**config.mk**
```make
export PLATFORM = sky130hd
export DESIGN_NAME = afs_spi_cal
export DESIGN_NICKNAME = d
export VERILOG_FILES = /design/src/afs_pkg.sv /design/src/afs_stream_if.sv /design/src/afs_spi_cal.sv /design/src/afs_fifo.sv
export SDC_FILE = /design/constraint.sdc
export NUM_CORES = 2
export LEC_CHECK = 0
export ABC_AREA = 1
export CAP_MARGIN = 40
export CORE_ASPECT_RATIO = 1.4
export CORE_MARGIN = 1.5
export CORE_UTILIZATION = 60
export DETAILED_ROUTE_END_ITERATION = 7
export DONT_BUFFER_PORTS = 1
export MAX_ROUTING_LAYER = met4
export PLACE_DENSITY = 0.77
export RECOVER_POWER = 100
export SLEW_MARGIN = 20
export SYNTH_ARGS = -nofsm -noshare
export SYNTH_HDL_FRONTEND = slang
export SYNTH_SLANG_ARGS = --single-unit
```
**constraint.sdc**
```tcl
create_clock -name i_mclk -period 10.2 [get_ports i_mclk]
set_input_delay 1.53 -clock i_mclk [delete_from_list [all_inputs] [get_ports i_mclk]]
set_output_delay 1.53 -clock i_mclk [all_outputs]
set_load 0.05 [all_outputs]
```
**src/afs_pkg.sv**
```systemverilog
package afs_pkg;
    // Clock and timing
    localparam int CLK_PERIOD_NS = 20;
    localparam int SETUP_TIME_NS = 2000;
    localparam int ADC_PERIOD_NS = 1000;
    localparam int SETUP_CYC =
        (SETUP_TIME_NS + CLK_PERIOD_NS - 1) / CLK_PERIOD_NS;
    localparam int ADC_CYC =
        (ADC_PERIOD_NS + CLK_PERIOD_NS - 1) / CLK_PERIOD_NS;
    localparam int OFF_CONV_CYC = 3 * ADC_CYC;
    localparam int GAIN_CONV_CYC = 6 * ADC_CYC;
    // Divider walks one numerator bit per cycle
    localparam int DIV_BITS = 35;
    localparam int CNT_W = 16;
    // Data widths
    localparam int WORD_W = 24;
    localparam int RES_W = 16;
    localparam int FIFO_DEPTH = 8;
    localparam int GAIN_SHIFT = 19;
    // Mode codes
    localparam logic [3:0] MODE_IDLE = 4'h0;
    localparam logic [3:0] MODE_CONV_MAX = 4'h7;
    localparam logic [3:0] MODE_OFF_CAL = 4'hC;
    localparam logic [3:0] MODE_GAIN_CAL = 4'hD;
    localparam int MODE_CHOP_BIT = 2;
    // Register addresses
    localparam logic [3:0] ADDR_CTRL = 4'h0;
    localparam logic [3:0] ADDR_RESULT = 4'h1;
    localparam logic [3:0] ADDR_OPTION = 4'h6;
    localparam logic [3:0] ADDR_OFF_HI = 4'h7;
    localparam logic [3:0] ADDR_OFF_LO = 4'h8;
    localparam logic [3:0] ADDR_GAIN_HI = 4'h9;
    localparam logic [3:0] ADDR_GAIN_LO = 4'hA;
    // Command byte fields
    localparam int CMD_ADDR_LSB = 4;
    localparam int CMD_RW_BIT = 3;
    // Control word fields
    localparam int CTRL_MODE_LSB = 12;
    localparam int CTRL_PSEL_LSB = 8;
    localparam int CTRL_NSEL_LSB = 4;
    // Option register fields
    localparam int OPT_REF_BIT = 7;
    localparam int OPT_CE_BIT = 6;
    localparam int OPT_AMP1_BIT = 5;
    // Reset values
    localparam logic [WORD_W-1:0] GAIN_RESET = 24'h010000;
    localparam logic [WORD_W-1:0] OFFSET_RESET = 24'h000000;
    localparam logic [7:0] OPTION_RESET = 8'h00;
    localparam logic [3:0] CHSEL_RESET = 4'h0;
    localparam logic [15:0] RES_MAX = 16'h7FFF;
    localparam logic [15:0] RES_MIN = 16'h8000;

    typedef enum {SEQ_IDLE, SEQ_SETUP, SEQ_CONV, SEQ_TAKE, SEQ_DIV}
        afs_seq_type;
    typedef enum {PH_CMD, PH_DATA} afs_phase_type;

    // Data bytes that follow a command to this address
    function automatic logic [1:0] afs_reg_len(input logic [3:0] a);
        case (a)
            ADDR_CTRL, ADDR_RESULT, ADDR_OFF_LO, ADDR_GAIN_LO: begin
                return 2'h2;
            end
            default: begin
                return 2'h1;
            end
        endcase
    endfunction
endpackage

```
**src/afs_stream_if.sv**
```systemverilog
`timescale 1ns/100ps
interface afs_stream_if #(parameter int W = 24);
    logic valid;
    logic ready;
    logic [W-1:0] data;
    modport src (output valid, output data, input ready);
    modport snk (input valid, input data, output ready);
endinterface

```
**src/afs_spi_cal.sv**
```systemverilog
`timescale 1ns/100ps
module afs_spi_cal import afs_pkg::*; (
    input wire logic i_mclk,
    input wire logic i_srst,
    input wire logic i_sck,
    input wire logic i_sdi,
    input wire logic i_chip_select_low_n,
    output logic o_serial_out_ready_pin,
    output logic o_serial_out_ready_pin_oe_n,
    input wire logic i_sample_valid,
    input wire logic [WORD_W-1:0] i_sample,
    output logic o_sample_ready,
    output logic [3:0] o_pos_channel_select,
    output logic [3:0] o_neg_channel_select,
    output logic o_ref_int_en,
    output logic o_first_amp_enable,
    output logic [2:0] o_second_amp_gain,
    output logic [3:0] o_mode,
    output logic o_conversion_ready_low,
    output logic [RES_W-1:0] o_conversion_result
);
    logic [2:0] sck_sync_reg;
    logic [1:0] cs_sync_reg;
    logic [1:0] sdi_sync_reg;
    logic sck_rise, sck_fall, cs_high, sdi_s;
    logic [3:0] mode_reg, psel_reg, nsel_reg;
    logic [7:0] option_reg;
    logic [WORD_W-1:0] offset_reg, gain_reg;
    logic [RES_W-1:0] result_reg;
    logic ready_low_reg, ov_reg;
    logic [1:0] rdy_cnt_reg;
    afs_phase_type phase_reg;
    logic [2:0] bit_cnt_reg;
    logic [6:0] rx_sh_reg;
    logic [7:0] tx_sh_reg;
    logic busy_reg, rw_reg, sdo_reg;
    logic [3:0] addr_reg;
    logic [1:0] left_reg;
    logic [WORD_W-1:0] data_reg;
    logic [7:0] rx_byte, tx_byte, status_byte;
    logic byte_done, wr_commit;
    logic [WORD_W-1:0] wr_word, rd_word, rd_aligned;
    logic [1:0] cmd_len;
    afs_seq_type seq_reg;
    logic [CNT_W-1:0] cnt_reg, conv_target;
    logic [WORD_W-1:0] meas_reg;
    logic [WORD_W:0] rem_reg, div_trial, rem_next;
    logic [DIV_BITS-1:0] quo_reg, quo_next;
    logic div_ge, is_cal, is_conv, conv_start;
    logic off_store, gain_store, conv_store;
    logic [WORD_W-1:0] gain_next;
    logic signed [WORD_W:0] diff;
    logic signed [2*WORD_W+1:0] prod;
    logic signed [2*WORD_W+1:0] scaled;
    logic [RES_W-1:0] result_next;
    logic ov_next;

    afs_stream_if #(.W(WORD_W)) wr_if ();
    afs_stream_if #(.W(WORD_W)) rd_if ();

    assign wr_if.valid = i_sample_valid;
    assign wr_if.data = i_sample;
    assign o_sample_ready = wr_if.ready;

    afs_fifo #(.W(WORD_W), .DEPTH(FIFO_DEPTH)) u_fifo (
        .i_mclk(i_mclk),
        .i_srst(i_srst),
        .i_wr(wr_if),
        .o_rd(rd_if)
    );

    // Pins cross into the clock domain; edges found past stage two
    always_ff @(posedge i_mclk) begin
        if (i_srst) begin
            sck_sync_reg <= 3'h0;
            cs_sync_reg <= 2'h3;
            sdi_sync_reg <= 2'h0;
        end else begin
            sck_sync_reg <= {sck_sync_reg[1:0], i_sck};
            cs_sync_reg <= {cs_sync_reg[0], i_chip_select_low_n};
            sdi_sync_reg <= {sdi_sync_reg[0], i_sdi};
        end
    end

    assign cs_high = cs_sync_reg[1];
    assign sdi_s = sdi_sync_reg[1];
    assign sck_rise = sck_sync_reg[1] && !sck_sync_reg[2] && !cs_high;
    assign sck_fall = !sck_sync_reg[1] && sck_sync_reg[2] && !cs_high;

    assign rx_byte = {rx_sh_reg, sdi_s};
    assign byte_done = sck_fall && bit_cnt_reg == 3'h7;
    assign cmd_len = afs_reg_len(rx_byte[7:CMD_ADDR_LSB]);
    assign wr_word = {data_reg[15:0], rx_byte};
    assign wr_commit = byte_done && phase_reg == PH_DATA && !rw_reg
        && left_reg == 2'h1;
    assign status_byte = {3'h0, option_reg[OPT_CE_BIT], rdy_cnt_reg,
        ready_low_reg, ov_reg};
    assign tx_byte = (phase_reg == PH_CMD) ? status_byte : data_reg[23:16];

    always_comb begin
        case (rx_byte[7:CMD_ADDR_LSB])
            ADDR_CTRL: rd_word = {8'h00, mode_reg, psel_reg, nsel_reg,
                rdy_cnt_reg, ready_low_reg, ov_reg};
            ADDR_RESULT: rd_word = {8'h00, result_reg};
            ADDR_OPTION: rd_word = {16'h0000, option_reg};
            ADDR_OFF_HI: rd_word = {16'h0000, offset_reg[23:16]};
            ADDR_OFF_LO: rd_word = {8'h00, offset_reg[15:0]};
            ADDR_GAIN_HI: rd_word = {16'h0000, gain_reg[23:16]};
            ADDR_GAIN_LO: rd_word = {8'h00, gain_reg[15:0]};
            default: rd_word = 24'h000000;
        endcase
        case (cmd_len)
            2'h1: rd_aligned = {rd_word[7:0], 16'h0000};
            2'h2: rd_aligned = {rd_word[15:0], 8'h00};
            default: rd_aligned = rd_word;
        endcase
    end

    always_ff @(posedge i_mclk) begin
        if (i_srst || cs_high) begin
            bit_cnt_reg <= 3'h0;
            rx_sh_reg <= 7'h00;
        end else if (sck_fall) begin
            bit_cnt_reg <= bit_cnt_reg + 3'h1;
            rx_sh_reg <= rx_byte[6:0];
        end
    end

    always_ff @(posedge i_mclk) begin
        if (i_srst) begin
            sdo_reg <= 1'b0;
            tx_sh_reg <= 8'h00;
        end else if (sck_rise) begin
            if (bit_cnt_reg == 3'h0) begin
                sdo_reg <= tx_byte[7];
                tx_sh_reg <= {tx_byte[6:0], 1'b0};
            end else begin
                sdo_reg <= tx_sh_reg[7];
                tx_sh_reg <= {tx_sh_reg[6:0], 1'b0};
            end
        end
    end

    // byte framing alone when tied low
    always_ff @(posedge i_mclk) begin
        if (i_srst || cs_high) begin
            phase_reg <= PH_CMD;
            busy_reg <= 1'b0;
            addr_reg <= 4'h0;
            rw_reg <= 1'b0;
            left_reg <= 2'h0;
            data_reg <= '0;
        end else begin
            if (sck_rise) begin
                busy_reg <= 1'b1;
            end
            if (byte_done) begin
                if (phase_reg == PH_CMD) begin
                    addr_reg <= rx_byte[7:CMD_ADDR_LSB];
                    rw_reg <= rx_byte[CMD_RW_BIT];
                    left_reg <= cmd_len;
                    data_reg <= rd_aligned;
                    phase_reg <= PH_DATA;
                end else begin
                    data_reg <= wr_word;
                    left_reg <= left_reg - 2'h1;
                    if (left_reg == 2'h1) begin
                        phase_reg <= PH_CMD;
                        busy_reg <= 1'b0;
                    end
                end
            end
        end
    end

    assign o_serial_out_ready_pin = busy_reg ? sdo_reg : ready_low_reg;
    assign o_serial_out_ready_pin_oe_n = cs_high;

    assign is_cal = mode_reg == MODE_OFF_CAL || mode_reg == MODE_GAIN_CAL;
    assign is_conv = mode_reg != MODE_IDLE && mode_reg <= MODE_CONV_MAX;
    assign conv_target = (mode_reg == MODE_OFF_CAL)
        ? CNT_W'(OFF_CONV_CYC) : CNT_W'(GAIN_CONV_CYC);
    assign conv_start = seq_reg == SEQ_SETUP && is_cal
        && cnt_reg == CNT_W'(SETUP_CYC - 1);
    // Divider stalls the FIFO; every other state pops it each cycle
    assign rd_if.ready = seq_reg != SEQ_DIV;
    assign off_store = seq_reg == SEQ_TAKE && rd_if.valid
        && mode_reg == MODE_OFF_CAL;
    assign gain_store = seq_reg == SEQ_DIV && mode_reg == MODE_GAIN_CAL
        && cnt_reg == CNT_W'(DIV_BITS - 1);
    assign conv_store = seq_reg == SEQ_IDLE && is_conv && rd_if.valid;

    // Restoring divide of 2^34 by the measured reference code
    always_comb begin
        div_trial = {rem_reg[WORD_W-1:0], cnt_reg == '0};
        div_ge = div_trial >= {1'b0, meas_reg};
        rem_next = div_ge ? div_trial - {1'b0, meas_reg} : div_trial;
        quo_next = {quo_reg[DIV_BITS-2:0], div_ge};
        if (meas_reg[WORD_W-1] || meas_reg == '0
            || quo_next[DIV_BITS-1:WORD_W] != '0) begin
            gain_next = '1;
        end else begin
            gain_next = quo_next[WORD_W-1:0];
        end
    end

    // set-up, conversion, division counted in cycles
    always_ff @(posedge i_mclk) begin
        if (i_srst) begin
            seq_reg <= SEQ_IDLE;
            cnt_reg <= '0;
            meas_reg <= '0;
            rem_reg <= '0;
            quo_reg <= '0;
        end else if (seq_reg != SEQ_IDLE && !is_cal) begin
            seq_reg <= SEQ_IDLE;
        end else begin
            cnt_reg <= cnt_reg + 1'b1;
            case (seq_reg)
                SEQ_IDLE: begin
                    cnt_reg <= '0;
                    if (is_cal) begin
                        seq_reg <= SEQ_SETUP;
                    end
                end
                SEQ_SETUP: begin
                    if (conv_start) begin
                        seq_reg <= SEQ_CONV;
                        cnt_reg <= '0;
                    end
                end
                SEQ_CONV: begin
                    if (cnt_reg == conv_target - 1'b1) begin
                        seq_reg <= SEQ_TAKE;
                    end
                end
                SEQ_TAKE: begin
                    cnt_reg <= '0;
                    rem_reg <= '0;
                    quo_reg <= '0;
                    if (rd_if.valid) begin
                        meas_reg <= rd_if.data;
                        seq_reg <= (mode_reg == MODE_OFF_CAL)
                            ? SEQ_IDLE : SEQ_DIV;
                    end
                end
                SEQ_DIV: begin
                    rem_reg <= rem_next;
                    quo_reg <= quo_next;
                    if (gain_store) begin
                        seq_reg <= SEQ_IDLE;
                    end
                end
                default: begin
                    seq_reg <= SEQ_IDLE;
                end
            endcase
        end
    end

    // host write, then idle when an offset or gain calibration completes
    always_ff @(posedge i_mclk) begin
        if (i_srst) begin
            mode_reg <= MODE_IDLE;
            psel_reg <= CHSEL_RESET;
            nsel_reg <= CHSEL_RESET;
        end else if (wr_commit && addr_reg == ADDR_CTRL) begin
            mode_reg <= wr_word[CTRL_MODE_LSB+:4];
            psel_reg <= wr_word[CTRL_PSEL_LSB+:4];
            nsel_reg <= wr_word[CTRL_NSEL_LSB+:4];
        end else if (off_store || gain_store) begin
            mode_reg <= MODE_IDLE;
        end
    end

    always_ff @(posedge i_mclk) begin
        if (i_srst) begin
            option_reg <= OPTION_RESET;
        end else if (wr_commit && addr_reg == ADDR_OPTION) begin
            option_reg <= wr_word[7:0];
        end
    end

    // Host writes take priority over calibration results
    always_ff @(posedge i_mclk) begin
        if (i_srst) begin
            offset_reg <= OFFSET_RESET;
        end else if (wr_commit && addr_reg == ADDR_OFF_HI) begin
            offset_reg[23:16] <= wr_word[7:0];
        end else if (wr_commit && addr_reg == ADDR_OFF_LO) begin
            offset_reg[15:0] <= wr_word[15:0];
        end else if (off_store) begin
            offset_reg <= rd_if.data;
        end
    end

    always_ff @(posedge i_mclk) begin
        if (i_srst) begin
            gain_reg <= GAIN_RESET;
        end else if (wr_commit && addr_reg == ADDR_GAIN_HI) begin
            gain_reg[23:16] <= wr_word[7:0];
        end else if (wr_commit && addr_reg == ADDR_GAIN_LO) begin
            gain_reg[15:0] <= wr_word[15:0];
        end else if (gain_store) begin
            gain_reg <= gain_next;
        end
    end

    always_comb begin
        if (mode_reg[MODE_CHOP_BIT]) begin
            diff = {rd_if.data[WORD_W-1], rd_if.data};
        end else begin
            diff = $signed({rd_if.data[WORD_W-1], rd_if.data})
                - $signed({offset_reg[WORD_W-1], offset_reg});
        end
        prod = diff * $signed({1'b0, gain_reg});
        scaled = prod >>> GAIN_SHIFT;
        ov_next = 1'b1;
        if (scaled > $signed({{(WORD_W+2){1'b0}}, RES_MAX})) begin
            result_next = RES_MAX;
        end else if (scaled < -$signed({{(WORD_W+2){1'b0}}, RES_MAX})
            - 1) begin
            result_next = RES_MIN;
        end else begin
            result_next = scaled[RES_W-1:0];
            ov_next = 1'b0;
        end
    end

    always_ff @(posedge i_mclk) begin
        if (i_srst) begin
            result_reg <= '0;
            ov_reg <= 1'b0;
            rdy_cnt_reg <= 2'h0;
        end else if (conv_store) begin
            result_reg <= result_next;
            ov_reg <= ov_next;
            rdy_cnt_reg <= rdy_cnt_reg + 2'h1;
        end
    end

    // selects and reference drive the front end
    always_ff @(posedge i_mclk) begin
        if (i_srst) begin
            ready_low_reg <= 1'b0;
        end else if (off_store || gain_store || conv_store) begin
            ready_low_reg <= 1'b0;
        end else if (conv_start || (wr_commit && addr_reg == ADDR_CTRL
            && wr_word[CTRL_MODE_LSB+:4] != MODE_IDLE)) begin
            ready_low_reg <= 1'b1;
        end
    end

    assign o_pos_channel_select = psel_reg;
    assign o_neg_channel_select = nsel_reg;
    assign o_ref_int_en = option_reg[OPT_REF_BIT];
    assign o_first_amp_enable = option_reg[OPT_AMP1_BIT];
    assign o_second_amp_gain = option_reg[2:0];
    assign o_mode = mode_reg;
    assign o_conversion_ready_low = ready_low_reg;
    assign o_conversion_result = result_reg;

    // Checks
    logic [CNT_W-1:0] conv_len_reg;
    always_ff @(posedge i_mclk) begin
        if (i_srst || seq_reg != SEQ_CONV) begin
            conv_len_reg <= '0;
        end else begin
            conv_len_reg <= conv_len_reg + 1'b1;
        end
    end
endmodule

```
**src/afs_fifo.sv**
```systemverilog
`timescale 1ns/100ps
module afs_fifo #(
    parameter int W = 24,
    parameter int DEPTH = 8
) (
    input wire logic i_mclk,
    input wire logic i_srst,
    afs_stream_if.snk i_wr,
    afs_stream_if.src o_rd
);
    localparam int AW = $clog2(DEPTH);
    logic [W-1:0] mem [DEPTH];
    logic [AW:0] wr_ptr_reg;
    logic [AW:0] rd_ptr_reg;
    logic full;
    logic empty;
    logic push;
    logic pop;

    // Extra pointer bit tells full from empty
    assign empty = wr_ptr_reg == rd_ptr_reg;
    assign full = (wr_ptr_reg[AW] != rd_ptr_reg[AW])
        && (wr_ptr_reg[AW-1:0] == rd_ptr_reg[AW-1:0]);
    assign push = i_wr.valid && !full;
    assign pop = o_rd.ready && !empty;
    assign i_wr.ready = !full;
    assign o_rd.valid = !empty;
    assign o_rd.data = mem[rd_ptr_reg[AW-1:0]];

    always_ff @(posedge i_mclk) begin
        if (push) begin
            mem[wr_ptr_reg[AW-1:0]] <= i_wr.data;
        end
    end

    always_ff @(posedge i_mclk) begin
        if (i_srst) begin
            wr_ptr_reg <= '0;
            rd_ptr_reg <= '0;
        end else begin
            if (push) begin
                wr_ptr_reg <= wr_ptr_reg + 1'b1;
            end
            if (pop) begin
                rd_ptr_reg <= rd_ptr_reg + 1'b1;
            end
        end
    end
endmodule

```
Yosys cells after proc, flatten, opt, wreduce, memory -nomap -nowiden

Memory sizes are Yosys's and may differ from the RTL's. A register that Yosys moved wholly into a read port is not among the register bits.
Index checks and enable logic that the tools add are counted.

Input bits: 30
Logic and storage cells: 212
Register bits after elaboration: 316
Memories kept: 1
Memory bits (writable): 192
Output and inout bits: 37

Memory list:

| name       | depth | bits a word | rd ports | clocked after memory_dff | wr ports | RTL line       | text |
|---|---|---|---|---|---|---|---|
| u_fifo.mem | 8     | 24          | 1        | 1                        | 1        | afs_fifo.sv:12 | `logic [W-1:0] mem [DEPTH];` |

Bitwise gates (word level): 4
Multiply operators: 1
Equal/unequal tests: 39
Order comparisons: 4
Mux-type cells: 48
Reductions and logical operators: 74
Add/sub/neg operators: 9

Operators by type and width:

| cell                                                         | count |
|---|---|
| 2-to-1 mux 32 bit                                            | 7 |
| case mux 32 bit (5 select lines)                             | 1 |
| equality test 32 x 2 -> 1 bit, second input constant         | 4 |
| 2-to-1 mux 24 bit                                            | 5 |
| case mux 16 bit (7 select lines)                             | 1 |
| zero test 32 bit                                             | 3 |
| case mux 24 bit (2 select lines)                             | 2 |
| 2-to-1 mux 16 bit                                            | 5 |
| case mux 34 bit (2 select lines)                             | 1 |
| equality test 32 x 3 -> 1 bit, second input constant         | 2 |
| multiplier 25 x 25 -> 50 bit                                 | 1 |
| 2-to-1 mux 8 bit                                             | 6 |
| equality test 32 x 1 -> 1 bit, second input constant         | 1 |
| equality test 32 x 4 -> 1 bit, second input constant         | 1 |
| equality test 4 bit, second input constant                   | 8 |
| inequality test 32 x 4 -> 1 bit, second input constant       | 1 |
| case mux 16 bit (2 select lines)                             | 1 |
| nonzero test 32 bit                                          | 1 |
| > comparator 31 x 16 -> 1 bit, second input constant         | 1 |
| less-than comparator 31 x 16 -> 1 bit, second input constant | 1 |
| logical AND 1 bit                                            | 28 |
| greater-or-equal comparator 25 x 24 -> 1 bit                 | 1 |
| 2-to-1 mux 25 bit                                            | 1 |
| subtractor 24 x 24 -> 25 bit                                 | 1 |
| 40 further kinds                                             | 95 |

Logic depth before layout (Yosys ltp)

Word-level depth: 10
Mapped depth: 63
Mapped depth without buffers: 57

Modules after synthesis

Synthesis repeated with hierarchy kept, for this count alone.

Cell total of the unflattened synthesis: 5553
Area total of the unflattened synthesis: 44964.4 µm²

Modules (own cells, without submodules):

| module      | seq. area each (µm²) | cells an instance | times used | area each (µm²) |
|---|---|---|---|---|
| afs_spi_cal | 4944.7               | 4863              | 1          | 36849.1 |
| afs_fifo    | 5985.7               | 690               | 1          | 8115.3 |

Worst setup path before layout

Ideal clock, no wire load.

Path type: flip-flop to flip-flop
Start: reg (tool-made name)
End: reg ov_reg
Setup slack: -0.136 ns
Buffers on the path: 8
Data arrival time: 10.227 ns
Stages on the path, launching flop included: 57
Cell sequence: dfxtp_1 > buf_6 > inv_4 > buf_6 > clkbuf_1 > clkbuf_1 > nor2_1 > o22ai_1 > nand2_1 > nand2_1 > ha_1 > a21oi_1 > o21a_1 > a21oi_1 > o21ai_1 > nand2_1 > a21boi_1 > o21ai_1 > (+21 left out) > inv_1 > ha_1 > a21o_1 > a31oi_1 > nor2_1 > a2111oi_0 > nand2_1 > nand2_1 > nand2_4 > nor2_2 > nand2_1 > nor2_1 > nand3_1 > nand2_4 > buf_12 > nand3_1 > nand2_1 > inv_1

RTL lines:

| element              | RTL line           | text |
|---|---|---|
| to (signal assigned) | afs_spi_cal.sv:337 | `ov_reg <= ov_next;` |
| to (decl)            | afs_spi_cal.sv:30  | `logic ready_low_reg, ov_reg;` |

==> summary.md <==
| Metric | Value |
|---|---|
| Post-synthesis async set-or-reset flop share | `0` |
| Required time of the critical path | `10660 ps` |
| Hold violation count in the final report | `0` |
| RSZ-0062 raised after global routing | `yes` |
| Maximum number of pins on one net before global-route repair | `92` |
| Number of fill cells | `5609` |
| Global route total overflow | `0` |
| Worst stage delay on the critical path | `650 ps` |
| Syn Std Cell Area | `43400 um^2` |
| Proportion of layout cells with a drive suffix above 1 | `0.152` |
| Longest Clk Path Bufs | `3` |
| TritonCTS clock tree | `yes` |
| Number of optimization iterations in the first detailed-route pass | `5` |
| Warning count from the yosys run | `0` |
| Peak ir drop on the vdd network | `0.253 mV` |
| Final instance area | `50700 um^2` |
| Initial detailed-routing violation count | `3357` |
| Portion of the post-synthesis area used by sequential elements | `0.252` |
| HPWL after detailed placement | `124000 um` |
| Setup skew after layout | `29.4 ps` |
| Met1 wire length | `48400 um` |
| Antenna violations before repair | `3` |
| Number of input and output port buffers inserted | `0` |
| Die extent in y | `321 um` |
| Per-cell routed wire length | `24.5 um` |
| DR WL met2 | `76300 um` |
| Starting Density | `0.607` |
| Routability congestion estimate from global placement | `1.11` |
| Post-detailed-route count of antenna-violating nets | `0` |
| Cell at the root of the clock tree | `sky130_fd_sc_hd__clkbuf_16` |
| Total leakage power | `22.5 nW` |
| Max-cap check violation count | `9` |
| Measured slew at the worst slew-check pin | `2570 ps` |
| Post-synth top area cell | `sky130_fd_sc_hd__fa_1` |
| Number of synthesized flops with an enable pin | `192` |
| Clock edge transition at the registers on the reported setup and hold paths | `80 ps` |
| Max Transition Viols Final | `247` |
| Total global-route track usage | `0.440` |
| Most numerous cell on the critical path | `sky130_fd_sc_hd__nand2_1` |
| Endpoint type of the worst setup path | `flip-flop` |
| Post-route minimum period | `10300 ps` |
| Failing checks | `capacitance limit, slew limit, setup timing` |
| Worst hold path class | `flip-flop to flip-flop` |
| Die width | `230 um` |
| Total length of routed met3 wires | `14600 um` |
| Flip-flop count of the largest register after layout | `192` |
| Top routing layer used | `met4` |
| Final setup TNS | `-1290 ps` |
| Post-DR vias/cell | `6.02` |
| Outcome | `finished with violations` |
| Total I/O pin count | `67` |
| Area share of the largest cell type after synthesis | `0.287` |
| P per Cell Area | `252 nW/um^2` |
| Post-detailed-route DRC marker count | `0` |
| Flip-flop and latch count after synthesis | `450` |
| Cell count after synthesis | `5218` |
| First-pass GRT wire length | `234000 um` |
| Synthesized net count | `6070` |
| Slew HR | `-0.715` |
| Setup slack of the critical path after layout | `-103 ps` |
| FP Rows | `116` |
| Number of global-route vias before repair | `40244` |
| Critical path type | `flip-flop to flip-flop` |
| Total via count in the routed design | `39050` |
| Largest fanout on the critical path | `8` |
| Leading cell type by number of instances after synthesis | `sky130_fd_sc_hd__inv_1` |
| Worst Setup Start Kind | `flip-flop` |
| Most used flip-flop cell after synthesis | `sky130_fd_sc_hd__dfxtp_1` |
| Final Routed Wirelength | `159000 um` |
| Worst Path Arrival | `10760 ps` |
| Layout area overhead | `16.6%` |
| Synth area leaders | `sky130_fd_sc_hd__fa_1, sky130_fd_sc_hd__edfxtp_1, sky130_fd_sc_hd__dfxtp_1` |
| Total placed instance area | `47300 um^2` |
| Post-synthesis cell type count | `67` |
| Most used standard cells in the synthesized netlist | `sky130_fd_sc_hd__inv_1, sky130_fd_sc_hd__nand2_1, sky130_fd_sc_hd__fa_1` |
| Mean instance size in the synthesized netlist | `8.33 um^2` |
| Number of buffers inserted during clock tree synthesis | `39` |
| Depth of the worst register-to-register path | `55` |
| F_max | `0.0971 GHz` |
| Hold Crit Depth | `2` |
| DIE AREA | `74100 um^2` |
| Clock sink total | `450` |
| Core Area | `71600 um^2` |
| H-Tree Level Count | `2` |
| Number of nets in the layout | `6362` |
| # setup viols final | `15` |
| Master of the slowest instance on the critical path | `sky130_fd_sc_hd__fa_2` |
| Final worst path period share | `1.01` |
| Worst-skew pair later-pin latency | `580 ps` |
[layout make-up]
| cell class | instances | area (um^2) | share of cell area |
|---|---|---|---|
| multi-input combinational | 3544 | 29300 | 0.578 |
| antenna | 8 | 20.0 | 0.000395 |
| timing repair buffer | 466 | 4070 | 0.0803 |
| sequential | 450 | 10900 | 0.216 |
| tap | 944 | 1180 | 0.0233 |
| clock buffer | 53 | 1130 | 0.0223 |
| clock inverter | 18 | 248 | 0.00489 |
| inverter | 1009 | 3820 | 0.0753 |
[logic make-up (layout without fill, tap and decap cells)]
group / after synthesis / count (layout) / share of synthesized area
other cells: 0 / 8 / 0
xor+xnor: 100 / 100 / 0.0202
fa+ha+maj: 823 / 823 / 0.344
compound gates: 955 / 955 / 0.122
mux: 2 / 2 / 0.000518
buf+inv: 1225 / 1546 / 0.108
flops: 450 / 450 / 0.252
simple gates: 1663 / 1664 / 0.154
[power breakdown]
group | switching (W) | total [W] | internal [W]
registers | 0.0000230 | 0.00193 | 0.00191
logic | 0.00564 | 0.00923 | 0.00359
clock network | 0.000709 | 0.00161 | 0.000905
total | 0.00637 | 0.0128 | 0.00641
[critical path: cells and delay by family (launching register included)]
kind	cells	cell delay, ps
xor+xnor	2	380
flops	1	420
compound gates	13	1870
fa+ha+maj	8	3900
simple gates	18	1980
buf+inv	14	1630
[layer usage]
| metal | track usage | vias to the layer above |
|---|---|---|
| met4 | 0.409 | 0 |
| met2 | 0.723 | 2291 |
| met1 | 0.434 | 18802 |
| met3 | 0.0933 | 1021 |
| met5 | - | - |
| li1 | - | 16936 |
[worst paths after layout]
kind / endpoint / slack, ps / start
min reg2reg: sck_sync_reg[1] / 400 / sck_sync_reg[0]
max: o_conversion_result[14] / -100 / flip-flop
min: sck_sync_reg[1] / 400 / sck_sync_reg[0]
max reg2reg: o_conversion_result[14] / -100 / flip-flop
[per-stage QoR]
stage | utilization | setup WS [ps] | cells | total power, W | hold slack [ps]
detailed placement | 0.662 | -494 | 6362 | 0.00974 | 395
global placement | 0.658 | -428 | 6350 | 0.00971 | 395
global route | 0.708 | -461 | 6489 | 0.0133 | 420
CTS | 0.684 | 3.82 | 6440 | 0.0116 | 404
finish | 0.708 | -103 | 6492 | 0.0128 | 403
floorplan | - | 44.2 | 5218 | 0.00592 | 388
[what timing repair did]
item                       in CTS  in global routing
hold buffers                    0                  0
pin swaps                      11                108
resized for setup              62                338
gates cloned                    2                  3
buffers inserted                5                 31
setup endpoints to repair      17                 17
[cell usage in the layout, fill, tap and decap left out, types with 13 or more instances in the layout]
master	count
sky130_fd_sc_hd__inv_1	961
sky130_fd_sc_hd__nand2_1	806
sky130_fd_sc_hd__fa_1	610
sky130_fd_sc_hd__nor2_1	552
sky130_fd_sc_hd__buf_4	373
sky130_fd_sc_hd__a21oi_1	347
sky130_fd_sc_hd__o21ai_0	308
sky130_fd_sc_hd__dfxtp_1	256
sky130_fd_sc_hd__edfxtp_1	192
sky130_fd_sc_hd__ha_1	162
sky130_fd_sc_hd__nand3_1	81
sky130_fd_sc_hd__o22ai_1	61
sky130_fd_sc_hd__nand2_2	59
sky130_fd_sc_hd__xor2_1	47
sky130_fd_sc_hd__clkbuf_16	44
sky130_fd_sc_hd__a21oi_2	43
sky130_fd_sc_hd__xnor2_1	41
sky130_fd_sc_hd__ha_4	34
sky130_fd_sc_hd__inv_2	33
sky130_fd_sc_hd__nor2_2	32
sky130_fd_sc_hd__o21ai_1	30
sky130_fd_sc_hd__nor3_1	30
sky130_fd_sc_hd__clkbuf_1	29
sky130_fd_sc_hd__buf_6	23
sky130_fd_sc_hd__buf_12	22
sky130_fd_sc_hd__a31oi_1	19
sky130_fd_sc_hd__o211ai_1	19
sky130_fd_sc_hd__o21ai_2	18
sky130_fd_sc_hd__o221ai_1	18
sky130_fd_sc_hd__nand4_1	17
sky130_fd_sc_hd__nor4_1	16
sky130_fd_sc_hd__a221oi_1	16
sky130_fd_sc_hd__buf_8	16
sky130_fd_sc_hd__a22oi_1	15
sky130_fd_sc_hd__nand3_2	14
sky130_fd_sc_hd__o21a_1	13
No activity file was read; power rests on OpenSTA's default activity.
